File: src/rtl/dma_chan_pkg.sv
// Shared constants and types for the DMA channel and its transfer driver
package dma_chan_pkg;
   // Channel control register field positions
   localparam int CTL_SYNC_LOW_LSB  = 0;
   localparam int CTL_SYNC_LOW_W    = 5;
   localparam int CTL_FILL_EN_BIT   = 6;
   localparam int CTL_ENABLE_BIT    = 7;
   localparam int CTL_TRANSP_EN_BIT = 16;
   localparam int CTL_SYNC_HIGH_LSB = 19;
   localparam int CTL_SYNC_HIGH_W   = 2;
   localparam int CTL_PREFETCH_BIT  = 23;
   localparam int CTL_SIDE_SEL_BIT  = 24;
   localparam int CTL_NO_BUF_BIT    = 25;
   // Source/destination parameters register field positions
   localparam int SDP_PACK_BIT      = 13;
   localparam int SDP_BURST_LSB     = 14;
   localparam int SDP_BURST_W       = 2;
   // Reset values
   localparam logic [31:0] CTL_RESET = 32'h0000_0000;
   localparam logic [31:0] SDP_RESET = 32'h0000_0000;
   // Data path
   localparam int DATA_W     = 32;
   localparam int FIFO_DEPTH = 16;
   localparam int BURST_LEN  = 4;
   localparam int CNT_W      = 16;

   typedef enum logic [1:0] {
      SYNC_SOFT = 2'h0,
      SYNC_DST  = 2'h1,
      SYNC_SRC  = 2'h2
   } sync_mode_e;

   typedef enum logic [2:0] {
      CH_IDLE  = 3'h0,
      CH_RUN   = 3'h1,
      CH_ABORT = 3'h2,
      CH_DONE  = 3'h3
   } ch_state_e;
endpackage : dma_chan_pkg

File: src/rtl/dma_link_if.sv
// Interface joining the channel to its read and write port targets
`timescale 1ns/1ns
interface dma_link_if;
   import dma_chan_pkg::*;
   // Read port
   logic              rd_req;
   logic              rd_ack;
   logic [DATA_W-1:0] rd_data;
   logic              rd_err;
   // Write port
   logic              wr_req;
   logic              wr_burst;
   logic              wr_last;
   logic [DATA_W-1:0] wr_data;
   logic              wr_ack;
   logic              wr_err;
   // Destination hardware request
   logic              hw_req;

   modport channel (
      output rd_req, wr_req, wr_burst, wr_last, wr_data,
      input  rd_ack, rd_data, rd_err, wr_ack, wr_err, hw_req
   );
   modport target (
      input  rd_req, wr_req, wr_burst, wr_last, wr_data,
      output rd_ack, rd_data, rd_err, wr_ack, wr_err, hw_req
   );
endinterface : dma_link_if

File: src/rtl/dma_fifo.sv
// Parameterised flip-flop FIFO with valid/ready on both sides
`timescale 1ns/1ns
module dma_fifo #(
   parameter int WIDTH = 32,
   parameter int DEPTH = 16
) (
   // Clock and reset
   input  wire logic             i_mclk,
   input  wire logic             i_rst_b,
   input  wire logic             i_flush,
   // Fill side
   input  wire logic             i_in_valid,
   input  wire logic [WIDTH-1:0] i_in_data,
   output logic                  o_in_ready,
   // Drain side
   output logic                  o_out_valid,
   output logic [WIDTH-1:0]      o_out_data,
   input  wire logic             i_out_ready,
   output logic [$clog2(DEPTH):0] o_level
);
   localparam int AW = $clog2(DEPTH);
   logic [WIDTH-1:0] mem_reg [DEPTH];
   logic [AW-1:0]    wp_reg, wp_next, rp_reg, rp_next;
   logic [AW:0]      cnt_reg, cnt_next;
   logic             push, pop;

   assign o_in_ready  = (cnt_reg != (AW+1)'(DEPTH));
   assign o_out_valid = (cnt_reg != '0);
   assign o_out_data  = mem_reg[rp_reg];
   assign o_level     = cnt_reg;
   assign push        = i_in_valid && o_in_ready;
   assign pop         = o_out_valid && i_out_ready;

   always_comb begin
      wp_next  = wp_reg;
      rp_next  = rp_reg;
      cnt_next = cnt_reg;
      if (i_flush) begin
         wp_next  = '0;
         rp_next  = '0;
         cnt_next = '0;
      end else begin
         if (push) wp_next = (wp_reg == AW'(DEPTH-1)) ? '0 : wp_reg + 1'b1;
         if (pop)  rp_next = (rp_reg == AW'(DEPTH-1)) ? '0 : rp_reg + 1'b1;
         cnt_next = cnt_reg + (AW+1)'(push) - (AW+1)'(pop);
      end
   end

   always_ff @(posedge i_mclk or negedge i_rst_b) begin
      if (!i_rst_b) begin
         wp_reg  <= '0;
         rp_reg  <= '0;
         cnt_reg <= '0;
      end else begin
         wp_reg  <= wp_next;
         rp_reg  <= rp_next;
         cnt_reg <= cnt_next;
      end
   end

   always_ff @(posedge i_mclk) begin
      if (push && !i_flush) mem_reg[wp_reg] <= i_in_data;
   end
endmodule : dma_fifo

File: src/rtl/dma_channel.sv
// DMA channel: read port to write port transfer with error abort and chaining
`timescale 1ns/1ns
module dma_channel #(
   parameter int BLOCK_MAX = 16
) (
   // Clock and reset
   input  wire logic                              i_mclk,
   input  wire logic                              i_rst_b,
   // Register write
   input  wire logic                              i_ctl_we,
   input  wire logic [31:0]                       i_ctl_wdata,
   input  wire logic                              i_sdp_we,
   input  wire logic [31:0]                       i_sdp_wdata,
   input  wire logic [dma_chan_pkg::CNT_W-1:0]    i_elem_count,
   input  wire logic                              i_status_clr,
   // Chain
   input  wire logic                              i_chain_member,
   input  wire logic                              i_link_enable,
   output logic                                   o_link_next,
   // Status
   output logic [31:0]                            o_ctl,
   output logic                                   o_rd_err_flag,
   output logic                                   o_wr_err_flag,
   output logic                                   o_aborted,
   output logic                                   o_graphics_on,
   output logic [1:0]                             o_sync_mode,
   // Ports
   dma_link_if.channel                            link
);
   import dma_chan_pkg::*;

   logic [31:0]      ctl_reg, ctl_next, sdp_reg, sdp_next;
   ch_state_e        st_reg, st_next;
   logic [CNT_W-1:0] rd_cnt_reg, rd_cnt_next, wr_cnt_reg, wr_cnt_next, total_reg, total_next;
   logic             rd_err_reg, rd_err_next, wr_err_reg, wr_err_next;
   logic             aborted_reg, aborted_next, reused_reg, reused_next, link_reg, link_next;
   logic [2:0]       beat_reg, beat_next;
   logic             rd_pend_reg, rd_pend_next;
   logic             f_in_ready, f_out_valid, flush;
   logic [DATA_W-1:0] f_out_data;
   logic             enable, sync_zero, soft_sync, dst_sync, burst_mode, no_buf, last_wr, wr_go;
   logic             gfx_reg, gfx_next;
   logic [1:0]       mode_reg, mode_next;

   function automatic logic sync_is_zero(input logic [31:0] c);
      return c[CTL_SYNC_LOW_LSB +: CTL_SYNC_LOW_W] == '0 && c[CTL_SYNC_HIGH_LSB +: CTL_SYNC_HIGH_W] == '0;
   endfunction : sync_is_zero

   assign enable    = ctl_reg[CTL_ENABLE_BIT];
   assign sync_zero = sync_is_zero(ctl_reg);
   assign soft_sync = sync_zero;
   assign dst_sync  = !sync_zero && !ctl_reg[CTL_SIDE_SEL_BIT];
   assign no_buf    = ctl_reg[CTL_NO_BUF_BIT];
   // Burst only when never aborted and reused
   assign burst_mode = sdp_reg[SDP_PACK_BIT] && (sdp_reg[SDP_BURST_LSB +: SDP_BURST_W] != '0) && !reused_reg;
   assign last_wr   = (wr_cnt_reg + 1'b1 == total_reg);
   assign wr_go     = f_out_valid && (soft_sync || !dst_sync || link.hw_req || ctl_reg[CTL_PREFETCH_BIT]);
   assign flush     = (st_reg == CH_ABORT);

   dma_fifo #(.WIDTH(DATA_W), .DEPTH(FIFO_DEPTH)) u_fifo (
      .i_mclk     (i_mclk),
      .i_rst_b    (i_rst_b),
      .i_flush    (flush),
      .i_in_valid (link.rd_ack && rd_pend_reg),
      .i_in_data  (link.rd_data),
      .o_in_ready (f_in_ready),
      .o_out_valid(f_out_valid),
      .o_out_data (f_out_data),
      .i_out_ready(link.wr_ack),
      .o_level    ()
   );

   always_comb begin
      ctl_next     = ctl_reg;
      sdp_next     = sdp_reg;
      st_next      = st_reg;
      rd_cnt_next  = rd_cnt_reg;
      wr_cnt_next  = wr_cnt_reg;
      total_next   = total_reg;
      rd_err_next  = rd_err_reg;
      wr_err_next  = wr_err_reg;
      aborted_next = aborted_reg;
      reused_next  = reused_reg;
      link_next    = 1'b0;
      beat_next    = beat_reg;
      rd_pend_next = rd_pend_reg;
      if (i_sdp_we) sdp_next = i_sdp_wdata;
      if (i_ctl_we) begin
         ctl_next = i_ctl_wdata;
         // Non-head chain members ignore direct enable
         if (i_chain_member) ctl_next[CTL_ENABLE_BIT] = ctl_reg[CTL_ENABLE_BIT] && i_ctl_wdata[CTL_ENABLE_BIT];
      end
      if (i_link_enable && i_chain_member) begin
         ctl_next[CTL_ENABLE_BIT] = 1'b1;
         if (aborted_reg) reused_next = 1'b1;
      end
      if (i_status_clr) begin
         rd_err_next = 1'b0;
         wr_err_next = 1'b0;
      end
      unique case (st_reg)
         CH_IDLE: begin
            if (ctl_next[CTL_ENABLE_BIT] && !enable) begin
               st_next     = CH_RUN;
               rd_cnt_next = '0;
               wr_cnt_next = '0;
               beat_next   = '0;
               total_next  = (i_elem_count == '0) ? CNT_W'(BLOCK_MAX) : i_elem_count;
            end
         end
         CH_RUN: begin
            if (link.rd_ack && rd_pend_reg) begin
               rd_cnt_next  = rd_cnt_reg + 1'b1;
               rd_pend_next = 1'b0;
            end else if (!rd_pend_reg && f_in_ready && rd_cnt_reg != total_reg) begin
               rd_pend_next = 1'b1;
            end
            if (link.wr_ack) begin
               wr_cnt_next = wr_cnt_reg + 1'b1;
               beat_next   = beat_reg + 1'b1;
            end
            if (link.rd_err) begin
               rd_err_next = 1'b1;
               st_next     = CH_ABORT;
            end
            if (link.wr_err) begin
               wr_err_next = 1'b1;
               if (last_wr && (dst_sync || no_buf)) st_next = CH_DONE;
               else st_next = CH_ABORT;
            end else if (link.wr_ack && last_wr) begin
               st_next = CH_DONE;
            end
            if (!ctl_next[CTL_ENABLE_BIT]) st_next = CH_ABORT;
         end
         CH_ABORT: begin
            ctl_next[CTL_ENABLE_BIT] = 1'b0;
            aborted_next = 1'b1;
            rd_pend_next = 1'b0;
            st_next      = CH_IDLE;
         end
         CH_DONE: begin
            // Errored channel waits for software disable
            if (!(wr_err_reg && (dst_sync || no_buf))) ctl_next[CTL_ENABLE_BIT] = 1'b0;
            if (!ctl_next[CTL_ENABLE_BIT]) begin
               link_next = 1'b1;
               st_next   = CH_IDLE;
            end
         end
         default: st_next = CH_IDLE;
      endcase
      // Graphics off when both enables zero
      gfx_next = ctl_next[CTL_FILL_EN_BIT] || ctl_next[CTL_TRANSP_EN_BIT];
      if (sync_is_zero(ctl_next)) mode_next = SYNC_SOFT;
      else if (!ctl_next[CTL_SIDE_SEL_BIT]) mode_next = SYNC_DST;
      else mode_next = SYNC_SRC;
   end

   always_ff @(posedge i_mclk or negedge i_rst_b) begin
      if (!i_rst_b) begin
         ctl_reg     <= CTL_RESET;
         sdp_reg     <= SDP_RESET;
         st_reg      <= CH_IDLE;
         rd_cnt_reg  <= '0;
         wr_cnt_reg  <= '0;
         total_reg   <= '0;
         rd_err_reg  <= 1'b0;
         wr_err_reg  <= 1'b0;
         aborted_reg <= 1'b0;
         reused_reg  <= 1'b0;
         link_reg    <= 1'b0;
         beat_reg    <= '0;
         rd_pend_reg <= 1'b0;
         gfx_reg     <= 1'b0;
         mode_reg    <= SYNC_SOFT;
      end else begin
         ctl_reg     <= ctl_next;
         sdp_reg     <= sdp_next;
         st_reg      <= st_next;
         rd_cnt_reg  <= rd_cnt_next;
         wr_cnt_reg  <= wr_cnt_next;
         total_reg   <= total_next;
         rd_err_reg  <= rd_err_next;
         wr_err_reg  <= wr_err_next;
         aborted_reg <= aborted_next;
         reused_reg  <= reused_next;
         link_reg    <= link_next;
         beat_reg    <= beat_next;
         rd_pend_reg <= rd_pend_next;
         gfx_reg     <= gfx_next;
         mode_reg    <= mode_next;
      end
   end

   // Outputs
   assign o_ctl         = ctl_reg;
   assign o_rd_err_flag = rd_err_reg;
   assign o_wr_err_flag = wr_err_reg;
   assign o_aborted     = aborted_reg;
   assign o_link_next   = link_reg;
   assign o_graphics_on = gfx_reg;
   assign o_sync_mode   = mode_reg;
   assign link.rd_req   = rd_pend_reg;
   assign link.wr_req   = (st_reg == CH_RUN) && wr_go;
   assign link.wr_data  = f_out_data;
   assign link.wr_burst = burst_mode;
   assign link.wr_last  = burst_mode ? (beat_reg[1:0] == 2'(BURST_LEN-1)) || last_wr : 1'b1;
endmodule : dma_channel

File: src/flat_wrapper.sv
// flat-port wrapper written by rule: the top's interface ports become plain ports
module dma_channel_flat import dma_chan_pkg::*;
#(
   parameter int BLOCK_MAX = 16
)
  (i_mclk, i_rst_b, i_ctl_we, i_ctl_wdata, i_sdp_we, i_sdp_wdata, i_elem_count, i_status_clr, i_chain_member, i_link_enable, o_link_next, o_ctl, o_rd_err_flag, o_wr_err_flag, o_aborted, o_graphics_on, o_sync_mode, link_rd_req, link_wr_req, link_wr_burst, link_wr_last, link_wr_data, link_rd_ack, link_rd_data, link_rd_err, link_wr_ack, link_wr_err, link_hw_req);
  dma_link_if link_i ();
  input  wire logic i_mclk;
  input  wire logic i_rst_b;
  input  wire logic i_ctl_we;
  input  wire logic [31:0] i_ctl_wdata;
  input  wire logic i_sdp_we;
  input  wire logic [31:0] i_sdp_wdata;
  input  wire logic [dma_chan_pkg::CNT_W-1:0] i_elem_count;
  input  wire logic i_status_clr;
  input  wire logic i_chain_member;
  input  wire logic i_link_enable;
  output logic o_link_next;
  output logic [31:0] o_ctl;
  output logic o_rd_err_flag;
  output logic o_wr_err_flag;
  output logic o_aborted;
  output logic o_graphics_on;
  output logic [1:0] o_sync_mode;
  output wire logic [$bits(link_i.rd_req)-1:0] link_rd_req;
  output wire logic [$bits(link_i.wr_req)-1:0] link_wr_req;
  output wire logic [$bits(link_i.wr_burst)-1:0] link_wr_burst;
  output wire logic [$bits(link_i.wr_last)-1:0] link_wr_last;
  output wire logic [$bits(link_i.wr_data)-1:0] link_wr_data;
  input wire logic [$bits(link_i.rd_ack)-1:0] link_rd_ack;
  input wire logic [$bits(link_i.rd_data)-1:0] link_rd_data;
  input wire logic [$bits(link_i.rd_err)-1:0] link_rd_err;
  input wire logic [$bits(link_i.wr_ack)-1:0] link_wr_ack;
  input wire logic [$bits(link_i.wr_err)-1:0] link_wr_err;
  input wire logic [$bits(link_i.hw_req)-1:0] link_hw_req;
  assign link_rd_req = link_i.rd_req;
  assign link_wr_req = link_i.wr_req;
  assign link_wr_burst = link_i.wr_burst;
  assign link_wr_last = link_i.wr_last;
  assign link_wr_data = link_i.wr_data;
  assign link_i.rd_ack = link_rd_ack;
  assign link_i.rd_data = link_rd_data;
  assign link_i.rd_err = link_rd_err;
  assign link_i.wr_ack = link_wr_ack;
  assign link_i.wr_err = link_wr_err;
  assign link_i.hw_req = link_hw_req;
  dma_channel #(.BLOCK_MAX(BLOCK_MAX)) u_core (.i_mclk(i_mclk), .i_rst_b(i_rst_b), .i_ctl_we(i_ctl_we), .i_ctl_wdata(i_ctl_wdata), .i_sdp_we(i_sdp_we), .i_sdp_wdata(i_sdp_wdata), .i_elem_count(i_elem_count), .i_status_clr(i_status_clr), .i_chain_member(i_chain_member), .i_link_enable(i_link_enable), .o_link_next(o_link_next), .o_ctl(o_ctl), .o_rd_err_flag(o_rd_err_flag), .o_wr_err_flag(o_wr_err_flag), .o_aborted(o_aborted), .o_graphics_on(o_graphics_on), .o_sync_mode(o_sync_mode), .link(link_i));
endmodule
File: config.mk
export PLATFORM = sky130hd
export DESIGN_NAME = dma_channel_flat
export DESIGN_NICKNAME = d
export VERILOG_FILES = /design/src/rtl/dma_chan_pkg.sv /design/src/rtl/dma_link_if.sv /design/src/rtl/dma_fifo.sv /design/src/rtl/dma_channel.sv /design/src/flat_wrapper.sv
export SDC_FILE = /design/constraint.sdc
export NUM_CORES = 1
export LEC_CHECK = 0
export ABC_CLOCK_PERIOD_IN_PS = 4240
export BUFFER_PORTS_ARGS = -buffer_cell sky130_fd_sc_hd__clkbuf_2
export CAP_MARGIN = 30
export CORE_MARGIN = 10
export CORE_UTILIZATION = 55
export CTS_BUF_LIST = sky130_fd_sc_hd__clkbuf_2
export DETAILED_ROUTE_END_ITERATION = 10
export GPL_ROUTABILITY_DRIVEN = 0
export PLACE_DENSITY = 0.77
export SKIP_CTS_REPAIR_TIMING = 1
export SLEW_MARGIN = 20
export SYNTH_ARGS = -nofsm -noshare
export SYNTH_HDL_FRONTEND = slang
export SYNTH_SLANG_ARGS = --single-unit
File: constraint.sdc
create_clock -name i_mclk -period 4.24 [get_ports i_mclk]
set_input_delay 0.424 -clock i_mclk [delete_from_list [all_inputs] [get_ports i_mclk]]
set_output_delay 0.424 -clock i_mclk [all_outputs]
set_load 0.03 [all_outputs]
==> flow_metrics.py <==
metrics = {
    "yosys": {
        "yosysUniqueCellTypes": 63,
        "ys_ff_latch": 621,
        "syn_avg_cell_area_sq_um": 19.4,
        "synth_edf_count": 512,
        "synth_async_sr_flop_share_pct": 17.6,
        "ys_warn_count": 0,
        "synth_nets": 1434,
        "syn_area_sq_mm": 0.0251,
        "synth_top_area_share_pct": 61.4,
        "netlist_top_cells_area": "edfxtp_1 (61%), mux4_2 (14%), dfrtp_1 (11%), mux2_2 (2.2%), xnor2_1 (1.2%)",
        "yosys.area.top_type": "edfxtp_1",
        "yosysSeqAreaShare_pct": 72.2,
        "synth_ff_type": "edfxtp_1",
        "syn_inst": 1291,
    },
    "die": {
        "die_area_sq_mm": 0.0545,
        "fp.dieW_um": 233,
        "start_util_pct": 55.4,
        "die_h_um": 233,
        "core_sq_mm": 0.0452,
        "rows": 78,
        "ios": 199,
    },
    "cts": {
        "cts_root_buf": "clkbuf_2",
        "cts.sinks": 621,
        "htreeDepth": 4,
        "clockBufferDepth": 3,
        "cts_tree": "yes",
        "cts_buffers": 153,
        "clk_pin_slew_ns": 0.11,
        "clk_latency_ns": 1.25,
    },
    "route": {
        "vias": 14660,
        "drc": 0,
        "ant_nets": 0,
        "viasPerCell": 5.81,
        "drtPass1Iterations": 5,
        "wl_um": 60700,
        "drt-wirelength-per-cell_um": 24.0,
        "drt_iter0_markers": 1516,
    },
    "worst_setup_path": {
        "cp.arrival_ns": 3.56,
        "reg2reg_from": "u_core.u_fifo.o_level[3]$_DFF_PN0_",
        "slowest_delay_ns": 0.53,
        "path_cells": "ha_2 > nand3_2 > or4b_1 > o211ai_1 > a21oi_1 > nor4_2 > nand2_1 > nand3b_1 > buf_4",
        "crit_buf_inv": 1,
        "path_delay_family": "simple AND/OR/NAND/NOR gates",
        "cp_max_fo": 8,
        "critPathLaunch": "u_core.wr_cnt_reg[0]$_DFFE_PN0P_",
        "end_kind": "primary output",
        "required_ns": 3.82,
        "start_kind": "flip-flop",
        "path_class": "flip-flop to primary output",
        "rrSetupSlack_ns": 0.97,
        "cp_slowest_cell": "or4b_1",
    },
    "sta": {
        "fin_ws_ns": 0.252,
        "tightest_slew_ns": 0.775,
        "max_slew_margin_pct": 48.3,
        "final-hold-violation-count": 0,
        "setup-violations-final": 0,
        "min_period_ns": 3.99,
        "drv_slew": 0,
        "worst_clock_skew_ns": 0.102,
        "period_share_pct": 94.1,
        "fmax_mhz": 251,
    },
    "run_status": {
        "status": "completed",
    },
    "layout": {
        "final_nets": 1939,
        "area_growth_pct": 21.6,
        "drive_gt1_share_pct": 37.5,
        "final_util_pct": 67.4,
        "largest_reg_flops": 512,
    },
    "flow_run": {
        "drv_cap": 0,
    },
    "global_route": {
        "grt_max_degree": 76,
        "grt_first_pass_wirelength_um": 84200,
        "antenna_found_initial": 12,
        "grt.overflow.total": 0,
        "grt_usage_pct": 20.9,
        "first_global_vias": 14172,
    },
    "power_and_ir_drop": {
        "p_per_area_mw_per_mm2": 570,
        "irDropWorstVdd_mv": 0.436,
        "cellLeakagePower_nw": 10.9,
    },
    "hold_path": {
        "min_path_type": "primary input to flip-flop",
        "worstHoldStart": "link_rd_data[17]",
    },
    "placed_design": {
        "port_buffers": 169,
        "dp_hpwl_um": 32000,
        "dp_slack_ns": 0.976,
    },
}
[area by class of cell]
| cell class | count | area [sq um] |
|---|---|---|
| well taps | 600 | 751 |
| flip-flops and latches | 621 | 18100 |
| inverters | 22 | 82.6 |
| diodes | 14 | 35.0 |
| clock buffers | 219 | 1100 |
| clock inverters | 51 | 320 |
| multi-input cells | 585 | 6750 |
| fillers | 2898 | 14700 |
| repair buffers | 413 | 3300 |
[synthesized netlist by cell type, types with 12 or more instances]
library cell	instances
xnor2_1	35
clkbuf_1	36
a21oi_1	20
nand3_1	12
xor2_1	20
ha_1	18
mux4_2	160
nor2_1	54
inv_1	22
o21ai_0	25
mux2_2	49
edfxtp_1	512
buf_2	15
nand2_1	45
dfrtp_1	109
nor3_1	15
[worst paths after layout]
path                                                                to  depth (start not counted)
worst max-delay path                                      link_wr_last                          9
worst min-delay path            u_core.u_fifo.mem_reg[7][17]$_DFFE_PP_                          2
worst max register to register      u_core.u_fifo.o_level[4]$_DFF_PN0_                         12
worst min register to register          u_core.beat_reg[1]$_DFFE_PN0P_                          2
max in group asynchronous            u_core.rd_cnt_reg[12]$_DFFE_PN0P_                          6
min in group asynchronous                 u_core.o_ctl[15]$_DFFE_PN0P_                          4
[power breakdown]
group          internal (W)  switching [W]  leakage, nW
registers           0.00710       0.000522         5.95
clock network       0.00164        0.00234         1.06
logic               0.00269        0.00309         3.93
[cell families (layout without fill, tap and decap cells)]
| kind of cell | Yosys count | in the layout | synth area share (%) |
|---|---|---|---|
| xor gates and xnor gates | 55 | 55 | 1.92 |
| buffers and inverters | 85 | 705 | 1.36 |
| other | 0 | 14 | 0 |
| and+or+nand+nor | 208 | 208 | 4.30 |
| adders and majority gates | 19 | 19 | 0.979 |
| muxes | 214 | 214 | 16.8 |
| AOI/OAI and AO/OA | 89 | 89 | 2.40 |
| DFF | 621 | 621 | 72.2 |
[routing by layer]
metal	part of all wire [%]	routed length (um)	track usage, %
met1	37	22300	25.3
met2	53	32100	35.2
met3	6.7	4090	5.35
met4	3.6	2160	9.23
met5	0	0	0
[stage by stage]
step                      TNS (ns)  hold slack, ns  cell area [sq um]  total power (W)  cells
after global routing      -0.00732          0.0254              30500           0.0183   2525
after CTS                    -2.54          -0.875              28300           0.0172   2303
after detailed placement         0           0.473              26900           0.0132   2033
final                            0           0.153              30500           0.0174   2525
after global placement           0           0.456              26900           0.0130   2033
after floorplan                  0           0.128              25100           0.0116   1291
[cells in the final DEF, fill, tap and decap left out, drive strengths merged, types with 3 or more instances in the layout]
cell,synthesis,final
nor2,54,54
nor4,12,12
o21ai,25,25
o31ai,11,11
clkbuf,36,387
dfrtp,109,109
a31oi,3,3
clkinv,0,41
and2,11,11
and3,7,7
dlygate4sd3,0,189
mux2i,5,5
ha,18,18
o22ai,3,3
bufinv,0,4
a211oi,4,4
xnor2,35,35
or3,5,5
edfxtp,512,512
and4,4,4
nand4,13,13
nand2,46,46
mux4,160,160
buf,27,56
a21o,5,5
diode,0,14
nor3,15,15
nand2b,6,6
nand3,13,13
inv,22,26
nor2b,10,10
nand3b,3,3
xor2,20,20
a21oi,20,20
mux2,49,49
Note: power is estimated with default switching activity, not from simulation.
